<file path="src/rtl/akw_defs.vh">
// Constants for the angle-referenced knock window generator.
// Assumes a 125 MHz clock and an angle base in 0.01 degree units.
`ifndef AKW_DEFS_VH
`define AKW_DEFS_VH

`define AKW_ANGLE_W 17
`define AKW_CYCLE_UNITS 17'h11940
`define AKW_ANGLE_MAX 17'h1193F
`define AKW_MAX_WIN 4'h8
`define AKW_ADDR_W 6

`define AKW_OFF_CTRL 6'h00
`define AKW_OFF_STATUS 6'h04
`define AKW_OFF_PBASE 6'h08
`define AKW_OFF_UOPEN 6'h0C
`define AKW_OFF_UWIDTH 6'h10
`define AKW_OFF_UCOMMIT 6'h14
`define AKW_OFF_ANGLE 6'h18

`define AKW_CTRL_EN 0
`define AKW_CTRL_POL 1
`define AKW_CTRL_ISEL 2
`define AKW_CTRL_PRIO_LO 4
`define AKW_CTRL_PRIO_HI 5
`define AKW_CTRL_CNT_LO 8
`define AKW_CTRL_CNT_HI 11
`define AKW_CTRL_RESET 32'h00000100

`define AKW_ST_PEND 0
`define AKW_ST_ACTIVE 1
`define AKW_ST_RUN 2
`define AKW_ST_CFGERR 3
`define AKW_ST_UPDERR 4
`define AKW_ST_WIN_LO 8
`define AKW_ST_WIN_HI 10

`define AKW_POLARITY_ACTIVE_HIGH 1'h0
`define AKW_POLARITY_ACTIVE_LOW 1'h1
`define AKW_IRQ_ON_WINDOW_OPEN 1'h0
`define AKW_IRQ_ON_WINDOW_CLOSE 1'h1
`define AKW_SCHED_PRIO_OFF 2'h0
`define AKW_SCHED_PRIO_LOW 2'h1
`define AKW_SCHED_PRIO_MID 2'h2
`define AKW_SCHED_PRIO_HIGH 2'h3

`define AKW_RESP_OKAY 2'h0
`define AKW_RESP_SLVERR 2'h2

`endif

</file>
<file path="src/rtl/akw_table_mem.v">
// Window angle table: one word per window, open angle above width.
// Assumes a single clock; read data is registered, one cycle latency.
`timescale 1ns/1ps
module akw_table_mem #(
  parameter DW = 34,
  parameter AW = 3
) (
  input wire clk_in, // Clock.
  input wire we_in, // Write strobe.
  input wire [AW-1:0] waddr_in, // Write index.
  input wire [DW-1:0] wdata_in, // Open and width pair.
  input wire [AW-1:0] raddr_in, // Read index.
  output reg [DW-1:0] rdata_out // Registered read data.
);
  reg [DW-1:0] mem [0:(1<<AW)-1];

  // A whole pair lands in one write, so a reader never sees half of it.
  always @(posedge clk_in) begin
    if (we_in) begin
      mem[waddr_in] <= wdata_in;
    end
    rdata_out <= mem[raddr_in];
  end
endmodule // akw_table_mem

</file>
<file path="src/rtl/akw_top.v">
// Knock window generator channel with an AXI4-Lite register slave.
// Assumes the angle base and link pulse come from logic on clk_in.
`timescale 1ns/1ps
`include "akw_defs.vh"
module akw_top (
  input wire clk_in, // 125 MHz clock.
  input wire resetn_in, // Asynchronous reset, active low.
  input wire [16:0] angle_in, // Crank angle, 0.01 degree units.
  input wire angle_ok_in, // Angle base is valid.
  input wire link_in, // Link from another channel, pulse.
  output reg window_out, // Knock window pin.
  output reg irq_pending_out, // Pending interrupt flag.
  input wire [5:0] s_axi_awaddr, // Write address.
  input wire s_axi_awvalid, // Write address valid.
  output reg s_axi_awready, // Write address ready.
  input wire [31:0] s_axi_wdata, // Write data.
  input wire [3:0] s_axi_wstrb, // Write strobes.
  input wire s_axi_wvalid, // Write data valid.
  output reg s_axi_wready, // Write data ready.
  output reg [1:0] s_axi_bresp, // Write response.
  output reg s_axi_bvalid, // Write response valid.
  input wire s_axi_bready, // Write response ready.
  input wire [5:0] s_axi_araddr, // Read address.
  input wire s_axi_arvalid, // Read address valid.
  output reg s_axi_arready, // Read address ready.
  output reg [31:0] s_axi_rdata, // Read data.
  output reg [1:0] s_axi_rresp, // Read response.
  output reg s_axi_rvalid, // Read data valid.
  input wire s_axi_rready // Read data ready.
);
  localparam ST_IDLE = 3'h0;
  localparam ST_FETCH = 3'h1;
  localparam ST_LOAD = 3'h2;
  localparam ST_ARM = 3'h3;
  localparam ST_OPEN = 3'h4;
  localparam [31:0] CTRL_RST = `AKW_CTRL_RESET;

  // True when target lies in (prev, cur], allowing for the 720 degree wrap.
  function hit;
    input [16:0] prev;
    input [16:0] cur;
    input [16:0] tgt;
    begin
      if (prev <= cur) begin
        hit = (tgt > prev) && (tgt <= cur);
      end else begin
        hit = (tgt > prev) || (tgt <= cur);
      end
    end
  endfunction

  function [31:0] merge;
    input [31:0] old;
    input [31:0] nw;
    input [3:0] strb;
    integer i;
    begin
      merge = old;
      for (i = 0; i < 4; i = i + 1) begin
        if (strb[i]) begin
          merge[i*8 +: 8] = nw[i*8 +: 8];
        end
      end
    end
  endfunction

  // Control fields.
  reg en_q;
  reg pol_q;
  reg isel_q;
  reg [1:0] prio_q;
  reg [3:0] cnt_q;
  reg [31:0] pbase_q;
  reg [16:0] uopen_q;
  reg [16:0] uwidth_q;

  // Engine state.
  reg [2:0] state_q;
  reg [2:0] idx_q;
  reg [16:0] open_q;
  reg [16:0] close_q;
  reg wzero_q;
  reg active_q;
  reg pend_q;
  reg upderr_q;
  reg [16:0] prev_q;

  // Bus slave state.
  reg aw_full_q;
  reg w_full_q;
  reg [5:0] aw_addr_q;
  reg [31:0] w_data_q;
  reg [3:0] w_strb_q;

  wire [33:0] tbl_rdata;
  wire [16:0] tbl_width = tbl_rdata[16:0];
  wire [16:0] tbl_open = tbl_rdata[33:17];
  wire [17:0] close_sum = {1'b0, tbl_open} + {1'b0, tbl_width};

  wire cnt_ok = (cnt_q != 4'h0) && (cnt_q <= `AKW_MAX_WIN);
  wire go = en_q && (prio_q != `AKW_SCHED_PRIO_OFF) && cnt_ok;
  wire last_win = (({1'b0, idx_q} + 4'h1) >= cnt_q);

  wire do_wr = aw_full_q && w_full_q && !s_axi_bvalid;
  wire [5:0] wr_off = {aw_addr_q[5:2], 2'h0};
  wire [5:0] rd_off = {s_axi_araddr[5:2], 2'h0};
  wire [3:0] ucommit_num = w_data_q[3:0];
  wire ucommit_ok = (ucommit_num != 4'h0) && (ucommit_num <= `AKW_MAX_WIN);
  wire wr_commit = do_wr && (wr_off == `AKW_OFF_UCOMMIT) && w_strb_q[0];
  wire tbl_we = wr_commit && ucommit_ok;
  wire [2:0] tbl_waddr = ucommit_num[2:0] - 3'h1;
  wire wr_status = do_wr && (wr_off == `AKW_OFF_STATUS) && w_strb_q[0];
  wire clr_pend = wr_status && w_data_q[`AKW_ST_PEND];
  wire clr_upderr = wr_status && w_data_q[`AKW_ST_UPDERR];
  wire [31:0] uopen_mrg = merge({15'h0000, uopen_q}, w_data_q, w_strb_q);
  wire [31:0] uwidth_mrg = merge({15'h0000, uwidth_q}, w_data_q, w_strb_q);

  reg [31:0] ctrl_rd;
  reg [31:0] status_rd;
  reg [31:0] ctrl_wr;
  reg mapped_rd;
  reg [31:0] rdata_d;
  reg mapped_wr;

  always @* begin
    ctrl_rd = 32'h00000000;
    ctrl_rd[`AKW_CTRL_EN] = en_q;
    ctrl_rd[`AKW_CTRL_POL] = pol_q;
    ctrl_rd[`AKW_CTRL_ISEL] = isel_q;
    ctrl_rd[`AKW_CTRL_PRIO_HI:`AKW_CTRL_PRIO_LO] = prio_q;
    ctrl_rd[`AKW_CTRL_CNT_HI:`AKW_CTRL_CNT_LO] = cnt_q;
    ctrl_wr = merge(ctrl_rd, w_data_q, w_strb_q);
    status_rd = 32'h00000000;
    status_rd[`AKW_ST_PEND] = pend_q;
    status_rd[`AKW_ST_ACTIVE] = active_q;
    status_rd[`AKW_ST_RUN] = (state_q != ST_IDLE);
    status_rd[`AKW_ST_CFGERR] = !cnt_ok;
    status_rd[`AKW_ST_UPDERR] = upderr_q;
    status_rd[`AKW_ST_WIN_HI:`AKW_ST_WIN_LO] = idx_q;
  end

  always @* begin
    mapped_rd = 1'b1;
    rdata_d = 32'h00000000;
    case (rd_off)
      `AKW_OFF_CTRL: rdata_d = ctrl_rd;
      `AKW_OFF_STATUS: rdata_d = status_rd;
      `AKW_OFF_PBASE: rdata_d = pbase_q;
      `AKW_OFF_UOPEN: rdata_d = {15'h0000, uopen_q};
      `AKW_OFF_UWIDTH: rdata_d = {15'h0000, uwidth_q};
      `AKW_OFF_UCOMMIT: rdata_d = 32'h00000000;
      `AKW_OFF_ANGLE: rdata_d = {15'h0000, prev_q};
      default: mapped_rd = 1'b0;
    endcase
  end

  always @* begin
    case (wr_off)
      `AKW_OFF_CTRL: mapped_wr = 1'b1;
      `AKW_OFF_STATUS: mapped_wr = 1'b1;
      `AKW_OFF_PBASE: mapped_wr = 1'b1;
      `AKW_OFF_UOPEN: mapped_wr = 1'b1;
      `AKW_OFF_UWIDTH: mapped_wr = 1'b1;
      `AKW_OFF_UCOMMIT: mapped_wr = 1'b1;
      `AKW_OFF_ANGLE: mapped_wr = 1'b1;
      default: mapped_wr = 1'b0;
    endcase
  end

  akw_table_mem #(
    .DW(34),
    .AW(3)
  ) u_table (
    .clk_in(clk_in),
    .we_in(tbl_we),
    .waddr_in(tbl_waddr),
    .wdata_in({uopen_q, uwidth_q}),
    .raddr_in(idx_q),
    .rdata_out(tbl_rdata)
  );

  // Write channels are taken independently; the response waits for both.
  always @(posedge clk_in or negedge resetn_in) begin
    if (!resetn_in) begin
      aw_full_q <= 1'b0;
      w_full_q <= 1'b0;
      aw_addr_q <= 6'h00;
      w_data_q <= 32'h00000000;
      w_strb_q <= 4'h0;
      s_axi_awready <= 1'b1;
      s_axi_wready <= 1'b1;
      s_axi_bvalid <= 1'b0;
      s_axi_bresp <= `AKW_RESP_OKAY;
    end else begin
      if (s_axi_awvalid && s_axi_awready) begin
        aw_full_q <= 1'b1;
        aw_addr_q <= s_axi_awaddr;
        s_axi_awready <= 1'b0;
      end
      if (s_axi_wvalid && s_axi_wready) begin
        w_full_q <= 1'b1;
        w_data_q <= s_axi_wdata;
        w_strb_q <= s_axi_wstrb;
        s_axi_wready <= 1'b0;
      end
      if (do_wr) begin
        aw_full_q <= 1'b0;
        w_full_q <= 1'b0;
        s_axi_bvalid <= 1'b1;
        s_axi_bresp <= mapped_wr ? `AKW_RESP_OKAY : `AKW_RESP_SLVERR;
      end
      if (s_axi_bvalid && s_axi_bready) begin
        s_axi_bvalid <= 1'b0;
        s_axi_awready <= 1'b1;
        s_axi_wready <= 1'b1;
      end
    end
  end

  always @(posedge clk_in or negedge resetn_in) begin
    if (!resetn_in) begin
      s_axi_arready <= 1'b1;
      s_axi_rvalid <= 1'b0;
      s_axi_rdata <= 32'h00000000;
      s_axi_rresp <= `AKW_RESP_OKAY;
    end else begin
      if (s_axi_arvalid && s_axi_arready) begin
        s_axi_arready <= 1'b0;
        s_axi_rvalid <= 1'b1;
        s_axi_rdata <= rdata_d;
        s_axi_rresp <= mapped_rd ? `AKW_RESP_OKAY : `AKW_RESP_SLVERR;
      end
      if (s_axi_rvalid && s_axi_rready) begin
        s_axi_rvalid <= 1'b0;
        s_axi_arready <= 1'b1;
      end
    end
  end

  // Configuration registers written by software.
  always @(posedge clk_in or negedge resetn_in) begin
    if (!resetn_in) begin
      en_q <= CTRL_RST[`AKW_CTRL_EN];
      pol_q <= `AKW_POLARITY_ACTIVE_HIGH;
      isel_q <= `AKW_IRQ_ON_WINDOW_OPEN;
      prio_q <= `AKW_SCHED_PRIO_OFF;
      cnt_q <= CTRL_RST[`AKW_CTRL_CNT_HI:`AKW_CTRL_CNT_LO];
      pbase_q <= 32'h00000000;
      uopen_q <= 17'h00000;
      uwidth_q <= 17'h00000;
      upderr_q <= 1'b0;
    end else begin
      if (do_wr && (wr_off == `AKW_OFF_CTRL)) begin
        en_q <= ctrl_wr[`AKW_CTRL_EN];
        pol_q <= ctrl_wr[`AKW_CTRL_POL];
        isel_q <= ctrl_wr[`AKW_CTRL_ISEL];
        prio_q <= ctrl_wr[`AKW_CTRL_PRIO_HI:`AKW_CTRL_PRIO_LO];
        cnt_q <= ctrl_wr[`AKW_CTRL_CNT_HI:`AKW_CTRL_CNT_LO];
      end
      if (do_wr && (wr_off == `AKW_OFF_PBASE)) begin
        pbase_q <= merge(pbase_q, w_data_q, w_strb_q);
      end
      if (do_wr && (wr_off == `AKW_OFF_UOPEN)) begin
        uopen_q <= uopen_mrg[16:0];
      end
      if (do_wr && (wr_off == `AKW_OFF_UWIDTH)) begin
        uwidth_q <= uwidth_mrg[16:0];
      end
      // A bad window number is flagged; the flag survives a same-cycle clear.
      if (wr_commit && !ucommit_ok) begin
        upderr_q <= 1'b1;
      end else if (clr_upderr) begin
        upderr_q <= 1'b0;
      end
    end
  end

  // Window engine. Each window's pair is fetched just before it is armed,
  // so an update lands at its next occurrence, never mid-pulse.
  always @(posedge clk_in or negedge resetn_in) begin
    if (!resetn_in) begin
      state_q <= ST_IDLE;
      idx_q <= 3'h0;
      open_q <= 17'h00000;
      close_q <= 17'h00000;
      wzero_q <= 1'b0;
      active_q <= 1'b0;
      pend_q <= 1'b0;
      prev_q <= 17'h00000;
    end else begin
      if (angle_ok_in) begin
        prev_q <= angle_in;
      end
      if (link_in) begin
        state_q <= go ? ST_FETCH : ST_IDLE;
        idx_q <= 3'h0;
        active_q <= 1'b0;
        pend_q <= 1'b0;
        wzero_q <= 1'b0;
        open_q <= 17'h00000;
        close_q <= 17'h00000;
      end else if (!go) begin
        state_q <= ST_IDLE;
        idx_q <= 3'h0;
        active_q <= 1'b0;
        if (clr_pend) begin
          pend_q <= 1'b0;
        end
      end else begin
        case (state_q)
          ST_IDLE: begin
            state_q <= ST_FETCH;
          end
          ST_FETCH: begin
            state_q <= ST_LOAD;
          end
          ST_LOAD: begin
            open_q <= tbl_open;
            if (close_sum >= {1'b0, `AKW_CYCLE_UNITS}) begin
              close_q <= close_sum[16:0] - `AKW_CYCLE_UNITS;
            end else begin
              close_q <= close_sum[16:0];
            end
            wzero_q <= (tbl_width == 17'h00000);
            state_q <= ST_ARM;
          end
          ST_ARM: begin
            if (angle_ok_in && hit(prev_q, angle_in, open_q)) begin
              active_q <= 1'b1;
              state_q <= ST_OPEN;
            end
          end
          ST_OPEN: begin
            if (wzero_q || (angle_ok_in && hit(prev_q, angle_in, close_q))) begin
              active_q <= 1'b0;
              idx_q <= last_win ? 3'h0 : idx_q + 3'h1;
              state_q <= ST_FETCH;
            end
          end
          default: begin
            state_q <= ST_IDLE;
          end
        endcase
        // Hardware set wins over a software clear in the same cycle.
        if ((state_q == ST_ARM) && angle_ok_in && hit(prev_q, angle_in, open_q) &&
            (isel_q == `AKW_IRQ_ON_WINDOW_OPEN)) begin
          pend_q <= 1'b1;
        end else if ((state_q == ST_OPEN) && (isel_q == `AKW_IRQ_ON_WINDOW_CLOSE) &&
                     (wzero_q || (angle_ok_in && hit(prev_q, angle_in, close_q)))) begin
          pend_q <= 1'b1;
        end else if (clr_pend) begin
          pend_q <= 1'b0;
        end
      end
    end
  end

  // Pin and flag outputs come from flops; the pin trails the state by one.
  always @(posedge clk_in or negedge resetn_in) begin
    if (!resetn_in) begin
      window_out <= 1'b0;
      irq_pending_out <= 1'b0;
    end else begin
      window_out <= active_q ^ (pol_q == `AKW_POLARITY_ACTIVE_LOW);
      irq_pending_out <= pend_q;
    end
  end
endmodule // akw_top

</file>
<file path="config.mk">
export PLATFORM = sky130hd
export DESIGN_NAME = akw_top
export DESIGN_NICKNAME = d
export VERILOG_FILES = /design/src/rtl/akw_table_mem.v /design/src/rtl/akw_top.v
export VERILOG_INCLUDE_DIRS = /design/src /design/src/rtl
export SDC_FILE = /design/constraint.sdc
export NUM_CORES = 1
export LEC_CHECK = 0
export BUFFER_PORTS_ARGS = -buffer_cell sky130_fd_sc_hd__buf_4
export CORE_UTILIZATION = 65
export CTS_BUF_LIST = sky130_fd_sc_hd__clkbuf_16
export DETAILED_ROUTE_END_ITERATION = 8
export PLACE_DENSITY = 0.95
export SLEW_MARGIN = 0
export SYNTH_ARGS = -nofsm -noshare
export SYNTH_HDL_FRONTEND = slang
export SYNTH_SLANG_ARGS = --single-unit
</file>
<file path="constraint.sdc">
create_clock -name clk_in -period 8.19 [get_ports clk_in]
set_input_delay 2.0475 -clock clk_in [delete_from_list [all_inputs] [get_ports clk_in]]
set_output_delay 2.0475 -clock clk_in [all_outputs]
set_load 0.1 [all_outputs]
</file>
==> flow_metrics.py <==
metrics = {
    "placed_design": {
        "gp_congestion": 0.929,
        "dp_cells": 2142,
        "portBuffers": 110,
        "place_hpwl_mm": 40.5,
    },
    "sta": {
        "period_minus_slack_ns": 4.57,
        "hold_violations": 0,
        "max_freq_mhz": 219,
        "tns_ns": 0,
        "relSlewSlack": 0.211,
        "rsz0062_at_grt": "no",
        "setup_violations": 0,
        "worst-slew-pin-transition_ns": 1.18,
        "skew_ns": 0.0354,
        "maxSlewViolCount": 0,
        "finalCritPeriodShare": 0.558,
    },
    "die": {
        "die_w_um": 191,
        "core_um2": 34900,
        "io_pins": 117,
        "initial_core_util": 0.666,
        "die-area_um2": 36500,
        "chipHeight_um": 191,
        "rows": 68,
    },
    "clocking": {
        "cts.clk_slew.worst_paths_ns": 0.07,
        "cts_sinks": 525,
        "cts_inserted_buffers": 50,
        "clockBufferDepth": 3,
        "cts_resized": 0,
        "postCtsSetupBuffers": 0,
        "cts_hold_buf": 0,
        "cts_tree": "yes",
        "htree_levels": 2,
        "clk_latency_ns": 0.62,
        "cts_root_buffer": "clkbuf_16",
    },
    "finish": {
        "fin_cells": 2238,
        "area_growth_pct": 13.4,
        "fill_cells": 1834,
        "final_nets": 1924,
        "drive_gt1_frac": 0.254,
        "layout_commonest_cell": "edfxtp_1",
        "mostFrequentLayoutCells": "edfxtp_1 (272), dfrtp_1 (213), mux2_2 (143)",
    },
    "drt": {
        "detail_route.drc_violations": 0,
        "routed_wl_mm": 65.1,
        "wl_per_cell_um": 29.1,
        "drtIter0Drc": 1826,
        "ant_nets": 0,
        "dr_total_vias": 15700,
        "first_pass_iters": 9,
        "via_per_inst": 7.02,
    },
    "hold_path": {
        "whs_path_depth": 1,
        "hold_path_class": "flop to flop",
    },
    "global_routing": {
        "grt_pass1_vias": 16200,
        "grt_pass1_wl_mm": 97.9,
        "grt_max_degree": 87,
        "grt_usage": 0.368,
        "antenna_found_initial": 2,
        "grt_overflow": 0,
    },
    "yosys": {
        "postSynthAreaPerCell_um2": 14.4,
        "synth-edff-count": 272,
        "muxShareOfSynthArea": 0.137,
        "synth_top_family_by_area": "multiplexers",
        "synth-simple-area-share": 0.0622,
        "synth-compound-area-share": 0.0925,
        "synthDistinctLibCells": 84,
        "synth_xor_area_frac": 0.00942,
        "syn_inst": 1617,
        "ys_async_sr_fraction": 0.417,
        "yosysWarnings": 0,
        "dominantRegCellSynth": "edfxtp_1",
        "synthAdderAreaFrac": 0.0605,
        "synthesis.area_um2": 23200,
        "seq_area_frac_synth": 0.617,
        "ys_ff_latch": 525,
    },
    "power_and_ir_drop": {
        "peakVddDrop_uv": 356,
        "powerDensity_nw_per_um2": 258,
        "p_leak_nw": 10.9,
    },
    "critical_path": {
        "crit_path_end": "idx_q[2]",
        "worstSetupPathType": "primary input to flop",
        "rrSetupSlack_ns": 3.65,
        "ff2ff_path_depth": 15,
        "crit_start": "angle_in[16]",
        "crit_path_start_kind": "primary input",
        "worstPathRequired_ns": 8.67,
        "worst-path-max-fanout": 7,
        "critical_path_arrival_ns": 5.05,
        "cp-end-kind": "flop",
        "r2r-end": "close_q[15]",
        "timing.rr.start": "u_table.rdata_out[17]",
    },
    "job": {
        "max-cap-violations": 0,
    },
    "run_status": {
        "status": "complete, no violations",
    },
}
==> registers in the layout (all words and copies together) (netlist names), 17 cells and up <==
signal and cells:
open_q 17, close_q 17, u_table.mem 272, s_axi_rdata 32, prev_q 17, uwidth_q 17, uopen_q 17, pbase_q 32
w_data_q 32, u_table.rdata_out 34
==> cell usage after synthesis, drive strengths merged, types with 19 or more instances <==
library cell,n,share of area
mux4,68,0.066
dfxtp,34,0.029
a21o,42,0.014
edfxtp,272,0.35
a21oi,54,0.012
a22o,19,0.0072
inv,65,0.010
o21ai,89,0.019
ha,110,0.059
mux2,143,0.069
dfrtp,215,0.23
nor2,39,0.0063
nand3,22,0.0047
nand2,137,0.022
clkbuf,54,0.0087
nand4,21,0.0057
a22oi,21,0.0068
==> layout make-up <==
type	count	area (µm²)	share of cell area
Sequential cell	525	14300	0.544
Multi-Input combinational cell	964	8490	0.322
Clock buffer	57	1430	0.0541
Timing Repair Buffer	133	1010	0.0382
Tap cell	455	569	0.0216
Clock inverter	36	274	0.0104
Inverter	65	244	0.00926
Antenna cell	3	7.51	0.000285
==> worst min-delay path by stage <==
stage                    start              end  slack, ns
6_report       s_axi_rdata[15]  s_axi_rdata[15]       0.50
5_1_grt        s_axi_rdata[15]  s_axi_rdata[15]       0.51
4_1_cts        s_axi_rdata[15]  s_axi_rdata[15]       0.50
3_5_place_dp   s_axi_rdata[15]  s_axi_rdata[15]       0.48
3_3_place_gp        pbase_q[0]       pbase_q[0]       0.46
2_1_floorplan           pend_q  irq_pending_out       0.38
==> cells by family after synthesis <==
logic type               after synthesis
adder cells (fa/ha/maj)              112
multiplexers                         216
flip-flops                           525
XOR/XNOR                              25
buffers and inverters                129
other                                  1
AND/OR/NAND/NOR                      297
AO/OA/AOI/OAI                        312
==> metal layers <==
layer / wire length [µm] / up-vias / part of all wire / global-route usage
met5: 0 / - / 0 / 0
met4: 5060 / 0 / 0.078 / 0.234
met3: 6480 / 366 / 0.10 / 0.0856
met2: 31500 / 1186 / 0.48 / 0.603
met1: 22100 / 7736 / 0.34 / 0.441
li1: - / 6427 / - / -
==> critical path: stages <==
cell and delay [ns]:
buf_4 0.10, inv_1 0.07, ha_1 0.31, nand4_1 0.14, or4_1 0.57, o21ai_0 0.17
a21oi_1 0.08, o31a_1 0.38, o311ai_2 0.66, o21ai_0 0.25, a31o_2 0.27
==> power by group <==
group	switching, mW	total, mW	internal (mW)
Combinational	0.524	0.844	0.320
Sequential	0.437	3.59	3.16
Clock	1.04	2.36	1.32
Total	2.00	6.80	4.80
==> stage by stage <==
| step | total power [mW] | util | area [µm²] | hold WS (ns) | worst slack (ns) |
|---|---|---|---|---|---|
| after floorplan | 3.98 | - | 23200 | 0.375 | 3.55 |
| after global placement | 4.27 | 0.707 | 24600 | 0.465 | 3.31 |
| after detailed placement | 4.38 | 0.707 | 24600 | 0.482 | 3.18 |
| after CTS | 6.75 | 0.755 | 26400 | 0.501 | 3.67 |
| after global routing | 6.95 | 0.755 | 26400 | 0.506 | 3.51 |
| final | 6.80 | 0.756 | 26400 | 0.501 | 3.62 |
No activity file was read; power rests on OpenSTA's default activity.
